`src/logic/msh_pkg.sv`:
```
// constants for the multichannel sample-and-hold converter control block
package msh_pkg;
   localparam int CODE_W = 14;          // converter code width
   localparam int NUM_CH = 32;          // ordinary output channels
   localparam int NUM_REGS = 33;        // channels plus the offset channel
   localparam int ADDR_W = 5;
   localparam logic [5:0] OFFSET_IDX = 6'h20;
   localparam logic [CODE_W-1:0] CODE_RESET = 14'h0000;
   // serial word layout, msb first
   localparam logic [4:0] HDR_BITS = 5'h0a;   // mode, cal, offset, test, addr
   localparam logic [4:0] WORD_BITS = 5'h18;  // header plus code bits
   localparam int HDR_MODE_HI = 9;
   localparam int HDR_MODE_LO = 8;
   localparam int HDR_CAL = 7;
   localparam int HDR_OFFSET_SEL = 6;
   localparam int HDR_TEST = 5;
   localparam int HDR_ADDR_HI = 4;
   localparam int HDR_ADDR_LO = 0;
   // operation selected by the two mode bits
   localparam logic [1:0] MODE_SH_ACQ = 2'h0;
   localparam logic [1:0] MODE_WRITE = 2'h1;
   localparam logic [1:0] MODE_ACQ_RB = 2'h2;
   localparam logic [1:0] MODE_RB = 2'h3;
   // timing
   localparam int CLK_PERIOD_NS = 40;
   localparam int RST_MIN_NS = 90;
   localparam int RST_MAX_NS = 200;
   localparam int ACQ_MAX_NS = 16000;   // 16 us acquisition limit
   localparam int RST_MIN_CYC_I =
      (RST_MIN_NS + CLK_PERIOD_NS - 1) / CLK_PERIOD_NS;
   localparam int RST_MAX_CYC_I = RST_MAX_NS / CLK_PERIOD_NS;
   localparam int ACQ_CYC_I = ACQ_MAX_NS / CLK_PERIOD_NS;
   localparam logic [3:0] RST_MIN_CYC = 4'(RST_MIN_CYC_I);
   localparam logic [3:0] RST_MAX_CYC = 4'(RST_MAX_CYC_I);
   localparam logic [8:0] ACQ_CYC = 9'(ACQ_CYC_I);
   typedef enum logic [1:0] {
      ACQ_IDLE = 2'b00,
      ACQ_PEND = 2'b01,
      ACQ_RUN = 2'b10
   } msh_acq_e;
endpackage : msh_pkg

```
`src/logic/msh_ctrl.sv`:
```
// control core: serial intake, channel codes, reset/track pin, acquisition
`timescale 1ns/1ps
// How it works
// - converter write stores 14-bit code into the one addressed channel
// - once address and code are in, the addressed channel updates
// - power-on clears all 33 channel codes including offset channel
// - low pulse 90 to 200 ns on track/reset pin resets everything
// - low pulse shorter than 90 ns is a glitch and changes nothing
// - low longer than 200 ns tracks: analog input drives selected output
// - acquisition waits while tracking and starts on the pin rising edge
// - during acquisition the output buffer is fed from the analog input
// - acquisition ends within 16 us, then output switches to new code
// - acquired code holds until the same channel is addressed again or a reset pulse clears it
// - busy_n is low exactly while an acquisition runs
// - offset channel is set by acquisition or by a direct code write
// - first two word bits: acquire, write, acquire-readback, readback
// - offset select bit targets offset channel and ignores address bits
// - with pin high, acquisition starts as soon as channel is addressed
module msh_ctrl (
   input wire logic ref_clk,
   input wire logic rst,
   input wire logic sclk,
   input wire logic sync_n,
   input wire logic din,
   input wire logic track_or_reset_n,
   input wire logic [msh_pkg::CODE_W-1:0] adc_code,
   output logic busy_n,
   output logic [msh_pkg::NUM_CH*msh_pkg::CODE_W-1:0] channel_code,
   output logic [msh_pkg::CODE_W-1:0] offset_code,
   output logic [msh_pkg::NUM_REGS-1:0] out_from_vin,
   output logic soft_reset_pulse
);
   logic sclk_s;
   logic sync_n_s;
   logic din_s;
   logic trk_s;
   logic sclk_prev_q;
   logic trk_prev_q;
   logic [23:0] shift_q;
   logic [4:0] bit_cnt_q;
   logic [9:0] hdr_q;
   logic [3:0] low_cnt_q;
   logic soft_rst;
   logic tracking;
   logic sclk_fall;
   logic trk_rise;
   logic hdr_done;
   logic word_done;
   logic [9:0] hdr_now;
   logic [msh_pkg::CODE_W-1:0] code_now;
   logic [5:0] hdr_idx;
   logic acq_req;
   logic wr_req;
   logic [5:0] sel_ch_q;
   logic [5:0] acq_ch_q;
   logic [8:0] acq_cnt_q;
   msh_pkg::msh_acq_e acq_state_q;
   logic [msh_pkg::CODE_W-1:0] code_q [0:msh_pkg::NUM_REGS-1];

   // pins come from outside ref_clk; idle levels high for the strobes
   msh_sync #(
      .WIDTH(4),
      .INIT(4'hd)
   ) u_pin_sync (
      .ref_clk(ref_clk),
      .rst(rst),
      .async_in({sclk, sync_n, din, track_or_reset_n}),
      .sync_out({sclk_s, sync_n_s, din_s, trk_s})
   );

   // edge history of the synchronised pins
   always_ff @(posedge ref_clk or posedge rst) begin
      if (rst) begin
         sclk_prev_q <= 1'b1;
         trk_prev_q <= 1'b1;
      end else begin
         sclk_prev_q <= sclk_s;
         trk_prev_q <= trk_s;
      end
   end

   assign sclk_fall = sclk_prev_q & ~sclk_s & ~sync_n_s;
   assign trk_rise = ~trk_prev_q & trk_s;

   // low-time counter saturates one past the upper limit
   always_ff @(posedge ref_clk or posedge rst) begin
      if (rst) begin
         low_cnt_q <= 4'h0;
      end else if (trk_s) begin
         low_cnt_q <= 4'h0;
      end else if (low_cnt_q <= msh_pkg::RST_MAX_CYC) begin
         low_cnt_q <= low_cnt_q + 4'h1;
      end
   end

   // a pulse inside the window resets; shorter ones are dropped as glitches
   assign soft_rst = trk_rise && (low_cnt_q >= msh_pkg::RST_MIN_CYC)
      && (low_cnt_q <= msh_pkg::RST_MAX_CYC);
   assign tracking = ~trk_s && (low_cnt_q > msh_pkg::RST_MAX_CYC);
   assign soft_reset_pulse = soft_rst;

   // data is taken on sclk falling edges while the frame is open
   always_ff @(posedge ref_clk or posedge rst) begin
      if (rst) begin
         shift_q <= 24'h000000;
         bit_cnt_q <= 5'h00;
         hdr_q <= 10'h000;
      end else if (soft_rst || sync_n_s) begin
         bit_cnt_q <= 5'h00;
      end else if (sclk_fall) begin
         shift_q <= {shift_q[22:0], din_s};
         if (bit_cnt_q != msh_pkg::WORD_BITS) begin
            bit_cnt_q <= bit_cnt_q + 5'h01;
         end
         if (hdr_done) begin
            hdr_q <= hdr_now;
         end
      end
   end

   assign hdr_now = {shift_q[8:0], din_s};
   // code field is the last fourteen bits, completed by the bit now arriving
   assign code_now = {shift_q[12:0], din_s};
   assign hdr_done = sclk_fall && (bit_cnt_q == msh_pkg::HDR_BITS - 5'h01);
   assign word_done = sclk_fall
      && (bit_cnt_q == msh_pkg::WORD_BITS - 5'h01);
   // offset select overrides the five address bits
   assign hdr_idx = hdr_now[msh_pkg::HDR_OFFSET_SEL]
      ? msh_pkg::OFFSET_IDX
      : {1'b0, hdr_now[msh_pkg::HDR_ADDR_HI:msh_pkg::HDR_ADDR_LO]};
   // acquire modes act on the header alone; readback only is not handled here
   assign acq_req = hdr_done && !soft_rst
      && ((hdr_now[msh_pkg::HDR_MODE_HI:msh_pkg::HDR_MODE_LO]
           == msh_pkg::MODE_SH_ACQ)
          || (hdr_now[msh_pkg::HDR_MODE_HI:msh_pkg::HDR_MODE_LO]
              == msh_pkg::MODE_ACQ_RB));
   assign wr_req = word_done && !soft_rst
      && (hdr_q[msh_pkg::HDR_MODE_HI:msh_pkg::HDR_MODE_LO]
          == msh_pkg::MODE_WRITE);

   // selected channel follows the latest acquire-mode address
   always_ff @(posedge ref_clk or posedge rst) begin
      if (rst) begin
         sel_ch_q <= 6'h00;
      end else if (soft_rst) begin
         sel_ch_q <= 6'h00;
      end else if (acq_req) begin
         sel_ch_q <= hdr_idx;
      end
   end

   // acquisition sequencer; a new address restarts any acquisition in flight
   always_ff @(posedge ref_clk or posedge rst) begin
      if (rst) begin
         acq_state_q <= msh_pkg::ACQ_IDLE;
         acq_ch_q <= 6'h00;
         acq_cnt_q <= 9'h000;
      end else if (soft_rst) begin
         acq_state_q <= msh_pkg::ACQ_IDLE;
         acq_ch_q <= 6'h00;
         acq_cnt_q <= 9'h000;
      end else if (acq_req) begin
         acq_ch_q <= hdr_idx;
         acq_cnt_q <= 9'h000;
         // pin low: could still be a reset pulse, so busy must wait
         if (trk_s) begin
            acq_state_q <= msh_pkg::ACQ_RUN;
         end else begin
            acq_state_q <= msh_pkg::ACQ_PEND;
         end
      end else begin
         case (acq_state_q)
            msh_pkg::ACQ_PEND: begin
               if (trk_rise) begin
                  acq_state_q <= msh_pkg::ACQ_RUN;
               end
            end
            msh_pkg::ACQ_RUN: begin
               if (acq_cnt_q == msh_pkg::ACQ_CYC - 9'h001) begin
                  acq_state_q <= msh_pkg::ACQ_IDLE;
               end else begin
                  acq_cnt_q <= acq_cnt_q + 9'h001;
               end
            end
            msh_pkg::ACQ_IDLE: begin
               acq_state_q <= msh_pkg::ACQ_IDLE;
            end
            default: begin
               acq_state_q <= msh_pkg::ACQ_IDLE;
            end
         endcase
      end
   end

   // busy_n low for exactly the run state; fixed length keeps it predictable
   assign busy_n = (acq_state_q != msh_pkg::ACQ_RUN);

   // channel code store; writes and acquisitions never collide in practice,
   // but a write is given priority since it carries an explicit code
   always_ff @(posedge ref_clk or posedge rst) begin
      if (rst) begin
         for (int i = 0; i < msh_pkg::NUM_REGS; i++) begin
            code_q[i] <= msh_pkg::CODE_RESET;
         end
      end else if (soft_rst) begin
         for (int i = 0; i < msh_pkg::NUM_REGS; i++) begin
            code_q[i] <= msh_pkg::CODE_RESET;
         end
      end else if (wr_req) begin
         if (hdr_q[msh_pkg::HDR_OFFSET_SEL]) begin
            code_q[msh_pkg::NUM_REGS-1] <= code_now;
         end else begin
            code_q[hdr_q[msh_pkg::HDR_ADDR_HI:msh_pkg::HDR_ADDR_LO]]
               <= code_now;
         end
      end else if (acq_state_q == msh_pkg::ACQ_RUN && !acq_req
                   && acq_cnt_q == msh_pkg::ACQ_CYC - 9'h001) begin
         code_q[acq_ch_q] <= adc_code;
      end
   end

   // per-channel outputs and analog-input routing
   genvar g;
   generate
      for (g = 0; g < msh_pkg::NUM_REGS; g++) begin : g_ch
         if (g < msh_pkg::NUM_CH) begin : g_out
            assign channel_code[g*msh_pkg::CODE_W +: msh_pkg::CODE_W]
               = code_q[g];
         end
         assign out_from_vin[g] =
            ((acq_state_q == msh_pkg::ACQ_RUN) && (acq_ch_q == 6'(g)))
            || (tracking && (sel_ch_q == 6'(g)));
      end
   endgenerate

   assign offset_code = code_q[msh_pkg::NUM_REGS-1];
endmodule : msh_ctrl

```
`src/logic/msh_sync.sv`:
```
// two-flop synchroniser for pins that arrive from outside the clock domain
`timescale 1ns/1ps
module msh_sync #(
   parameter int WIDTH = 1,
   parameter logic [WIDTH-1:0] INIT = '0
) (
   input wire logic ref_clk,
   input wire logic rst,
   input wire logic [WIDTH-1:0] async_in,
   output logic [WIDTH-1:0] sync_out
);
   logic [WIDTH-1:0] meta_q;

   // first stage feeds only the second stage
   always_ff @(posedge ref_clk or posedge rst) begin
      if (rst) begin
         meta_q <= INIT;
         sync_out <= INIT;
      end else begin
         meta_q <= async_in;
         sync_out <= meta_q;
      end
   end
endmodule : msh_sync

```
`config.mk`:
```
export PLATFORM = sky130hd
export DESIGN_NAME = msh_ctrl
export DESIGN_NICKNAME = d
export VERILOG_FILES = /design/src/logic/msh_pkg.sv /design/src/logic/msh_ctrl.sv /design/src/logic/msh_sync.sv
export SDC_FILE = /design/constraint.sdc
export NUM_CORES = 1
export LEC_CHECK = 0
export CAP_MARGIN = 20
export CORE_ASPECT_RATIO = 1.2
export CORE_MARGIN = 3
export CORE_UTILIZATION = 47
export DETAILED_ROUTE_END_ITERATION = 12
export DONT_BUFFER_PORTS = 1
export GPL_ROUTABILITY_DRIVEN = 0
export HOLD_SLACK_MARGIN = 0.06
export PLACE_DENSITY = 0.74
export SLEW_MARGIN = 20
export SYNTH_ARGS = -nofsm -noshare
export SYNTH_HDL_FRONTEND = slang
export SYNTH_HIERARCHICAL = 1
export SYNTH_SLANG_ARGS = --single-unit
```
`constraint.sdc`:
```
create_clock -name ref_clk -period 40.1 [get_ports ref_clk]
set_clock_uncertainty 0.1 [all_clocks]
set_input_delay 4.01 -clock ref_clk [delete_from_list [all_inputs] [get_ports ref_clk]]
set_output_delay 4.01 -clock ref_clk [all_outputs]
set_load 0.005 [all_outputs]
```
### Word-level counts from Yosys, hierarchy flattened

Index checks and enable logic that the tools add are counted.

* $add $sub $neg: 3
* reductions and logical operators: 130
* magnitude comparators: 7
* multiplexer cells: 29
* eq/ne operators: 45
* bitwise logic cells: 10

Operator list (count)
* 2-to-1 mux 462 bit: 3
* bitwise mux 462 bit: 2
* 2-to-1 mux 448 bit: 1
* demux 14 bit (select 6 bit): 2
* == test 6 x 5 -> 1 bit (second input constant): 16
* logical AND 1 bit: 79
* == test 6 x 4 -> 1 bit (second input constant): 8
* 2-to-1 mux 14 bit: 3
* 2-to-1 mux 9 bit: 4
* logical OR 1 bit: 35
* == test 6 x 3 -> 1 bit (second input constant): 4
* 2-to-1 mux 6 bit: 3
* 2-to-1 mux 5 bit: 3
* == test 6 x 2 -> 1 bit (second input constant): 2
* 2-to-1 mux 2 bit: 5
* AND reduction 2 bit: 5
* adder 9 x 1 -> 9 bit (second input constant): 1
* == test 9 bit (second input constant): 1
* 2-to-1 mux 4 bit: 2
* inequality test 4 bit (second input constant): 2
* nonzero test 2 bit: 4
* greater-or-equal comparator 6 x 7 -> 1 bit (second input constant): 1
* greater-or-equal comparator 7 bit (second input constant): 1
* < comparator 7 x 1 -> 1 bit (second input constant): 1
* 25 further kinds: 36

* output and inout bits: 497
* logic and storage cells: 268
* bits in registers: 521
* bits of input ports: 20

### Depth between registers and ports, before layout

Gate-level depths: netlist (run 1).

* word-level depth: 13
* mapped depth: 11
* depth with buffers taken out: 8

### Hierarchy

Netlist (run 1), hierarchy kept.

By module, submodules not included
* msh_ctrl: seq. area each 12789.8 µm², area each 27217.4 µm², times used 1, cells an instance 2575
* msh_sync: seq. area each 207.7 µm², area each 211.5 µm², times used 1, cells an instance 9

### Least setup slack after synthesis (run 1)

No wires, ideal clock.

* path type: register to output
* start point: reg u_pin_sync.sync_out[0]
* end point: out soft_reset_pulse
* required time: 35990 ps
* setup slack: 33624 ps
* stages on the path, launching flop included: 8
* path buffers: 4
* data arrival time: 2366 ps
* path through: dfstp_2 > clkbuf_1 > nand2b_1 > or4_1 > inv_2 > clkbuf_1 > clkbuf_1 > clkbuf_1

* longest elaborated chain between the ends: 3

Ends and longest elaborated chain
* start: declaration: RTL line msh_sync.sv:10 `output logic [WIDTH-1:0] sync_out`
* start signal: assignment: RTL line msh_sync.sv:21 `sync_out <= meta_q;`
* AND 1 bit: RTL line msh_ctrl.sv:83 `assign trk_rise = ~trk_prev_q & trk_s;`
* logical AND 1 bit: RTL line msh_ctrl.sv:97 `assign soft_rst = trk_rise && (low_cnt_q >= msh_pkg::RST_MIN_CYC)`
* logical AND 1 bit: RTL line msh_ctrl.sv:98 `&& (low_cnt_q <= msh_pkg::RST_MAX_CYC);`
* end: declaration: RTL line msh_ctrl.sv:31 `output logic soft_reset_pulse`

Every way passes these cells.

### Worst setup path after layout (run 1)

* start point: reg low_cnt_q[0]
* end point: out soft_reset_pulse

* longest elaborated chain between the ends: 3
* elaborated cells on any way between the ends: 4
* those cells by class: order compare: 2; reduce/logical: 2

Ends and longest elaborated chain
* start: declaration: RTL line msh_ctrl.sv:42 `logic [3:0] low_cnt_q;`
* start signal: assignment: RTL line msh_ctrl.sv:92 `low_cnt_q <= low_cnt_q + 4'h1;`
* greater-or-equal comparator 4 x 2 -> 1 bit: RTL line msh_ctrl.sv:97
* logical AND 1 bit: RTL line msh_ctrl.sv:97
* logical AND 1 bit *: RTL line msh_ctrl.sv:98

Mark *: on every way between the ends. The rest lies on a longest branch, timed or not.

==> results of run 1 <==
-- Yosys cell counts (all sizes together), types with 4 or more instances --
cell | n | area, sq um
nand2b | 9 | 56.30
nand4 | 5 | 31.28
clkbuf | 180 | 675.7
a21oi | 180 | 900.9
nor3 | 61 | 305.3
dfstp | 8 | 210.2
nor4b | 4 | 35.03
inv | 9 | 33.78
or2 | 5 | 31.28
buf | 94 | 439.2
a22o | 223 | 1953
o32ai | 5 | 43.79
nor3b | 8 | 60.06
mux2i | 4 | 40.04
dfrtp | 511 | 12790
nand3b | 4 | 30.03
nor2 | 118 | 442.9
and3 | 10 | 62.56
o22ai | 13 | 81.33
ha | 7 | 87.58
a32o | 6 | 60.06
or3b | 4 | 35.04
xor2 | 9 | 78.83
and2 | 14 | 87.58
nand4bb | 4 | 45.04
nand3 | 357 | 1787
mux2 | 470 | 5293
a311oi | 32 | 491.7
o2bb2ai | 41 | 359.1
xnor2 | 5 | 43.79
nand2 | 149 | 559.3
-- kinds of logic (layout without fill, tap and decap cells) --
| kind of cell | Yosys count | in the layout | synth area share, % |
|---|---|---|---|
| fa+ha+maj | 7 | 7 | 0.3193 |
| simple gates | 773 | 773 | 13.63 |
| compound gates | 514 | 514 | 14.59 |
| xor+xnor | 14 | 14 | 0.4470 |
| mux | 474 | 474 | 19.44 |
| buf+inv | 283 | 197 | 4.188 |
| flops | 519 | 519 | 47.39 |
-- per-layer routing --
metal / routed length (um) / share of wire (%)
met2: 50260 / 44
met4: 8926 / 7.8
met1: 39830 / 35
met5: 20 / 0.018
met3: 15100 / 13
-- metrics by stage --
step	hold slack (ns)	setup slack [ns]
2_1_floorplan	0.2312	21.72
3_3_place_gp	0.2389	33.47
3_5_place_dp	0.2478	33.42
4_1_cts	0.2560	32.74
5_1_grt	0.2601	32.51
6_report	0.2538	32.62
-- layout make-up --
| type | instances | area [sq um] | area share (%) |
|---|---|---|---|
| tap | 735 | 919.6 | 3.074 |
| timing repair buffer | 88 | 694.4 | 2.321 |
| multi-input combinational | 1782 | 13430 | 44.89 |
| sequential | 519 | 13000 | 43.44 |
| clock buffer | 76 | 1534 | 5.127 |
| inverter | 9 | 46.29 | 0.1547 |
| clock inverter | 24 | 297.8 | 0.9953 |
-- registers in the layout, indices dropped and copies added, names as in the netlist, 4 cells and up --
name and flops:
acq_cnt_q 9, shift_q 13, low_cnt_q 4, u_pin_sync/sync_out 4, bit_cnt_q 5, offset_code 14, acq_ch_q 6, channel_code 448
hdr_q 8, u_pin_sync/meta_q 4
-- worst max-delay path, cell delays in order (launching register included) --
cell     delay (ns)
dfrtp_1        0.44
inv_1          0.08
ha_1           0.21
nor3b_1        0.49
or4_2          0.23
buf_4          0.72
inv_6          0.49
-- cells in the final DEF, fill, tap and decap left out, types with 28 or more instances in the layout --
master	synthesis	routed
a21oi_1	180	180
a22o_1	223	223
a311oi_2	31	28
buf_4	4	84
clkbuf_16	0	54
dfrtp_1	511	511
mux2_1	293	293
mux2_2	177	177
nand2_1	149	149
nand3_1	357	357
nor2_1	118	117
nor3_1	61	45
o2bb2ai_1	41	41
-- final timing paths --
| check | startpoint | endpoint | slack [ns] | depth (start not counted) |
|---|---|---|---|---|
| worst max-delay path | low_cnt_q[0] | soft_reset_pulse | 32.62 | 6 |
| worst min-delay path | u_pin_sync/meta_q[0] | u_pin_sync/sync_out[0] | 0.25 | 0 |
| worst max register to register | low_cnt_q[0] | channel_code[405] | 35.47 | 11 |
| worst min register to register | u_pin_sync/meta_q[0] | u_pin_sync/sync_out[0] | 0.25 | 0 |
| max in group asynchronous | rst | channel_code[237] | 34.70 | 3 |
| min in group asynchronous | rst | u_pin_sync/meta_q[1] | 3.10 | 1 |
-- power groups by stage --
stage / registers [W] / clock network [W] / logic (W)
CTS: 0.000550 / 0.000530 / 0.0000584
finish: 0.000551 / 0.000528 / 0.0000608
floorplan: 0.000549 / 0 / 0.0000405
global placement: 0.000560 / 0 / 0.0000569
global route: 0.000552 / 0.000551 / 0.0000629
detailed placement: 0.000560 / 0 / 0.0000580
==> metrics, run 1 <==
status=complete, no violations; Routed WL=114100 um; Filler Cells Inserted=4913; Fmax achieved=0.1337 GHz; Critical Path Start Type=flop; Ant. Diodes=0; Synth Warn #=6; Skew-Pair Late Insertion Delay=0.64 ns; Placed Instance Area=0.02797 sq mm; Internal=0.0008465 W; number of port buffers=0; Comb pwr share=5.3%; switching power=0.0002938 W; clk buf depth=3; Initial DRT Pass Iterations=6; Die Y=270.6 um; Final Total Pwr=0.001140 W; post-CTS sizing=0; met2 Use GR=54.46%; mean number of vias per cell=7.204; sw frac=25.77%; Detailed Route Iter0 Violations=3073; Worst Tran Pin Value=1.227 ns; Synthesized Nets=2611; root buffer cell=clkbuf_16; HP Class=flop to flop; gr ovfl total=0; sequential share of power=48.3%; met1 Usage GRT=42.97%; DRC=0; Core ar.=0.05742 sq mm; Slew Limit Fails=0; Most used DFF post-synth=dfrtp_1; fin util=52.11%; Cell Area, Synth=0.02743 sq mm; Chip Width=226.5 um; Clock Power Share=46.3%; max_cap viols=0; HPWL after DPL=74210 um; Mean Syn Cell Area=10.61 sq um; initial core utilization=47.77%; Syn Inst Count=2584; Hold Fails Final Rpt=0; DIE AREA=0.06131 sq mm; Post-CTS Setup Bufs=0; placed cells=3132; fin crit period=7.480 ns; EDFF count, synth=0; Leakage=13.53 nW; Layout area overhead=9.078%; Slew headroom=18.17%; PwrDens=38.11 mW/mm^2; total global-route track usage=35.94%; Post-synth ARST share=100.0%; final period utilization=18.65%; vias in the first global route=22810; Final nets=2481; Final Setup Violations=0; Seq/Total Area, Yosys=47.39%; M3 GR Usage=12.98%; Yosys cell types=57; Data arrival, critical path=3.37 ns; initial antenna violation count=3; largest net degree at the start of global routing=171; CP Class=flop to output port; H-Tree Depth=2; Avg WL per Cell=35.30 um; worst vdd ir=0.03272 mV; CTS Buf Count=54; first-pass GRT wire length=161700 um; Sum Neg Setup Slack=0 ns; Clock Sinks=519; worst endpoint required time=35.99 ns; ANT nets after route=0; TritonCTS clock tree=built; flops & latches, synth=519; Critical Path Fanout Max=85; row count=96; vias after detailed routing=23290; RSZ-0062 raised after global routing=false; CTS Hold Bufs=0; layout cells sized above 1=17.37%; Final Non-Filler Cells=3233; Clock Pin Slew Worst Setup and Hold Paths=0.06 ns; Ports=517; Finished Cell Area=0.02992 sq mm; Worst Setup End Kind=output port; GR peak layer=met2
No activity file was read; power rests on OpenSTA's default activity.
==> run 2, diff against run 1 <==
clock period = 7.3 ns   (was 40.1 ns; I/O delays follow)
==> run 2 against run 1 <==
Against the previous run:
- clock-buffer cell count is 3 higher
- register-to-register slack worse by 33 ns
- sequential power rose to 5.5 times the previous value
- sequential share of layout area decreased by 0.16 points
- critical endpoint is now channel_code[10]
- largest cell class unchanged
- largest power group unchanged
==> metrics, run 2 (synthesis results as in run 1) <==
clk buf depth=3; Sum Neg Setup Slack=0 ns; Detailed Route Iter0 Violations=3396; final period utilization=59.97%; most frequent cells in the layout=dfrtp_1, nand3_1, mux2_1; Final nets=2462; layout cells sized above 1=16.57%; CP max stage delay=0.65 ns; HP Class=primary input to flop; vias after detailed routing=23360; status=complete, no violations; Slew headroom=16.83%; most used cell, CP=buf_4; first-pass GRT wire length=165000 um; ANT nets after route=0; Internal=0.004788 W; row count=96; RR Startpoint=low_cnt_q[0]; hold wc startpoint=adc_code[2]; Core ar.=0.05742 sq mm; Hold Path Stages=2; sw frac=25.23%; Clock Power Share=47.5%; Hold Path Sink=channel_code[72]; Data arrival, critical path=4.76 ns; DIE AREA=0.06131 sq mm; worst vdd ir=0.1974 mV; CP Class=flop to flop; Initial DRT Pass Iterations=8; TritonCTS clock tree=built; Chip Width=226.5 um; gr ovfl total=0; Critical Path Start Type=flop; CP cell instances=inv_1 -> ha_1 -> nor3b_1 -> o41a_1 -> buf_4 -> and3_2 -> buf_4 -> a311oi_2 -> buf_4 -> mux2_1; CTS Hold Bufs=5; number of port buffers=0; sequential share of power=47.4%; HPWL after DPL=74520 um; Final Non-Filler Cells=3216; commonest non-fill, non-tap cell in the layout=dfrtp_1; worst endpoint required time=7.69 ns; Skew-Pair Late Insertion Delay=0.64 ns; Clock Pin Slew Worst Setup and Hold Paths=0.06 ns; reg2reg end=channel_code[10]; Ports=517; initial antenna violation count=2; r2r setup slk=2.92 ns; switching power=0.001615 W; fin crit period=4.378 ns; post-CTS sizing=0; initial core utilization=47.77%; RSZ-0062 raised after global routing=false; Routed WL=117000 um; Reg2Reg Depth=10; Final Total Pwr=0.006403 W; Leakage=13.48 nW; Critical Path Fanout Max=29; mean number of vias per cell=7.263; Slew Limit Fails=0; largest net degree at the start of global routing=176; Comb pwr share=5.1%; H-Tree Depth=2; Worst Tran Pin Value=1.248 ns; Worst Setup End Kind=flop; Die Y=270.6 um; max reg flops=448; fin util=52.31%; Layout area overhead=9.493%; Clock Sinks=519; CTS Buf Count=54; PwrDens=213.2 mW/mm^2; DRC=0; placed cells=3109; CP max-delay cell=buf_4; root buffer cell=clkbuf_16; Filler Cells Inserted=4823; Avg WL per Cell=36.37 um; total global-route track usage=36.84%; Final Setup Violations=0; max_cap viols=0; Post-CTS Setup Bufs=0; vias in the first global route=22830; Hold Fails Final Rpt=0; Fmax achieved=0.2284 GHz
-- run 2: layout make-up --
class	count	area (sq um)	share of cell area, %
flip-flops and latches	519	13000	43.29
inverters	9	42.54	0.1416
clock buffers	79	1577	5.249
diodes	1	2.502	0.008332
multi-input cells	1782	13560	45.16
repair buffers	69	580.6	1.933
clock inverters	22	349.1	1.162
well taps	735	919.6	3.062
-- run 2: power by group through the flow --
| stage | clock network (W) | registers, W | logic, W |
|---|---|---|---|
| 6_report | 0.00304 | 0.00304 | 0.000325 |
| 5_1_grt | 0.00317 | 0.00304 | 0.000339 |
| 4_1_cts | 0.00304 | 0.00303 | 0.000313 |
| 3_5_place_dp | 0 | 0.00308 | 0.000308 |
| 3_3_place_gp | 0 | 0.00308 | 0.000301 |
| 2_1_floorplan | 0 | 0.00302 | 0.000223 |
-- run 2: per-stage QoR --
stage | hold WS (ns) | cell area [sq um] | setup WS (ns)
6_report | 0.2468 | 30030 | 2.922
2_1_floorplan | 0.2312 | 27430 | -0.4667
5_1_grt | 0.2522 | 30030 | 2.808
3_5_place_dp | 0.2378 | 27830 | 3.066
3_3_place_gp | 0.2345 | 27800 | 3.139
4_1_cts | 0.2318 | 29800 | 3.018
-- run 2: worst max-delay path by stage --
| stage | slack (ns) | from | endpoint |
|---|---|---|---|
| 4_1_cts | 3.02 | low_cnt_q[0] | channel_code[242] |
| 5_1_grt | 2.81 | low_cnt_q[0] | channel_code[13] |
| 2_1_floorplan | -0.47 | rst | acq_ch_q[0] |
| 6_report | 2.92 | low_cnt_q[0] | channel_code[10] |
| 3_3_place_gp | 3.14 | low_cnt_q[0] | channel_code[346] |
| 3_5_place_dp | 3.07 | low_cnt_q[0] | channel_code[444] |
-- run 2: per-layer routing --
metal / vias to the layer above / part of all wire, % / global-route usage [%]
met5: - / 0.057 / 0
met4: 6 / 7.7 / 23.24
met3: 562 / 15 / 14.92
met2: 1985 / 44 / 55.39
met1: 11600 / 34 / 43.73
li1: 9210 / - / -
-- run 2: worst max-delay path, delay by kind of cell, from the launching register on --
family	cells	cell delay, ns
compound gates	2	0.54
fa+ha+maj	1	0.22
buf+inv	4	1.43
flops	1	0.43
mux	1	0.32
simple gates	2	1.17
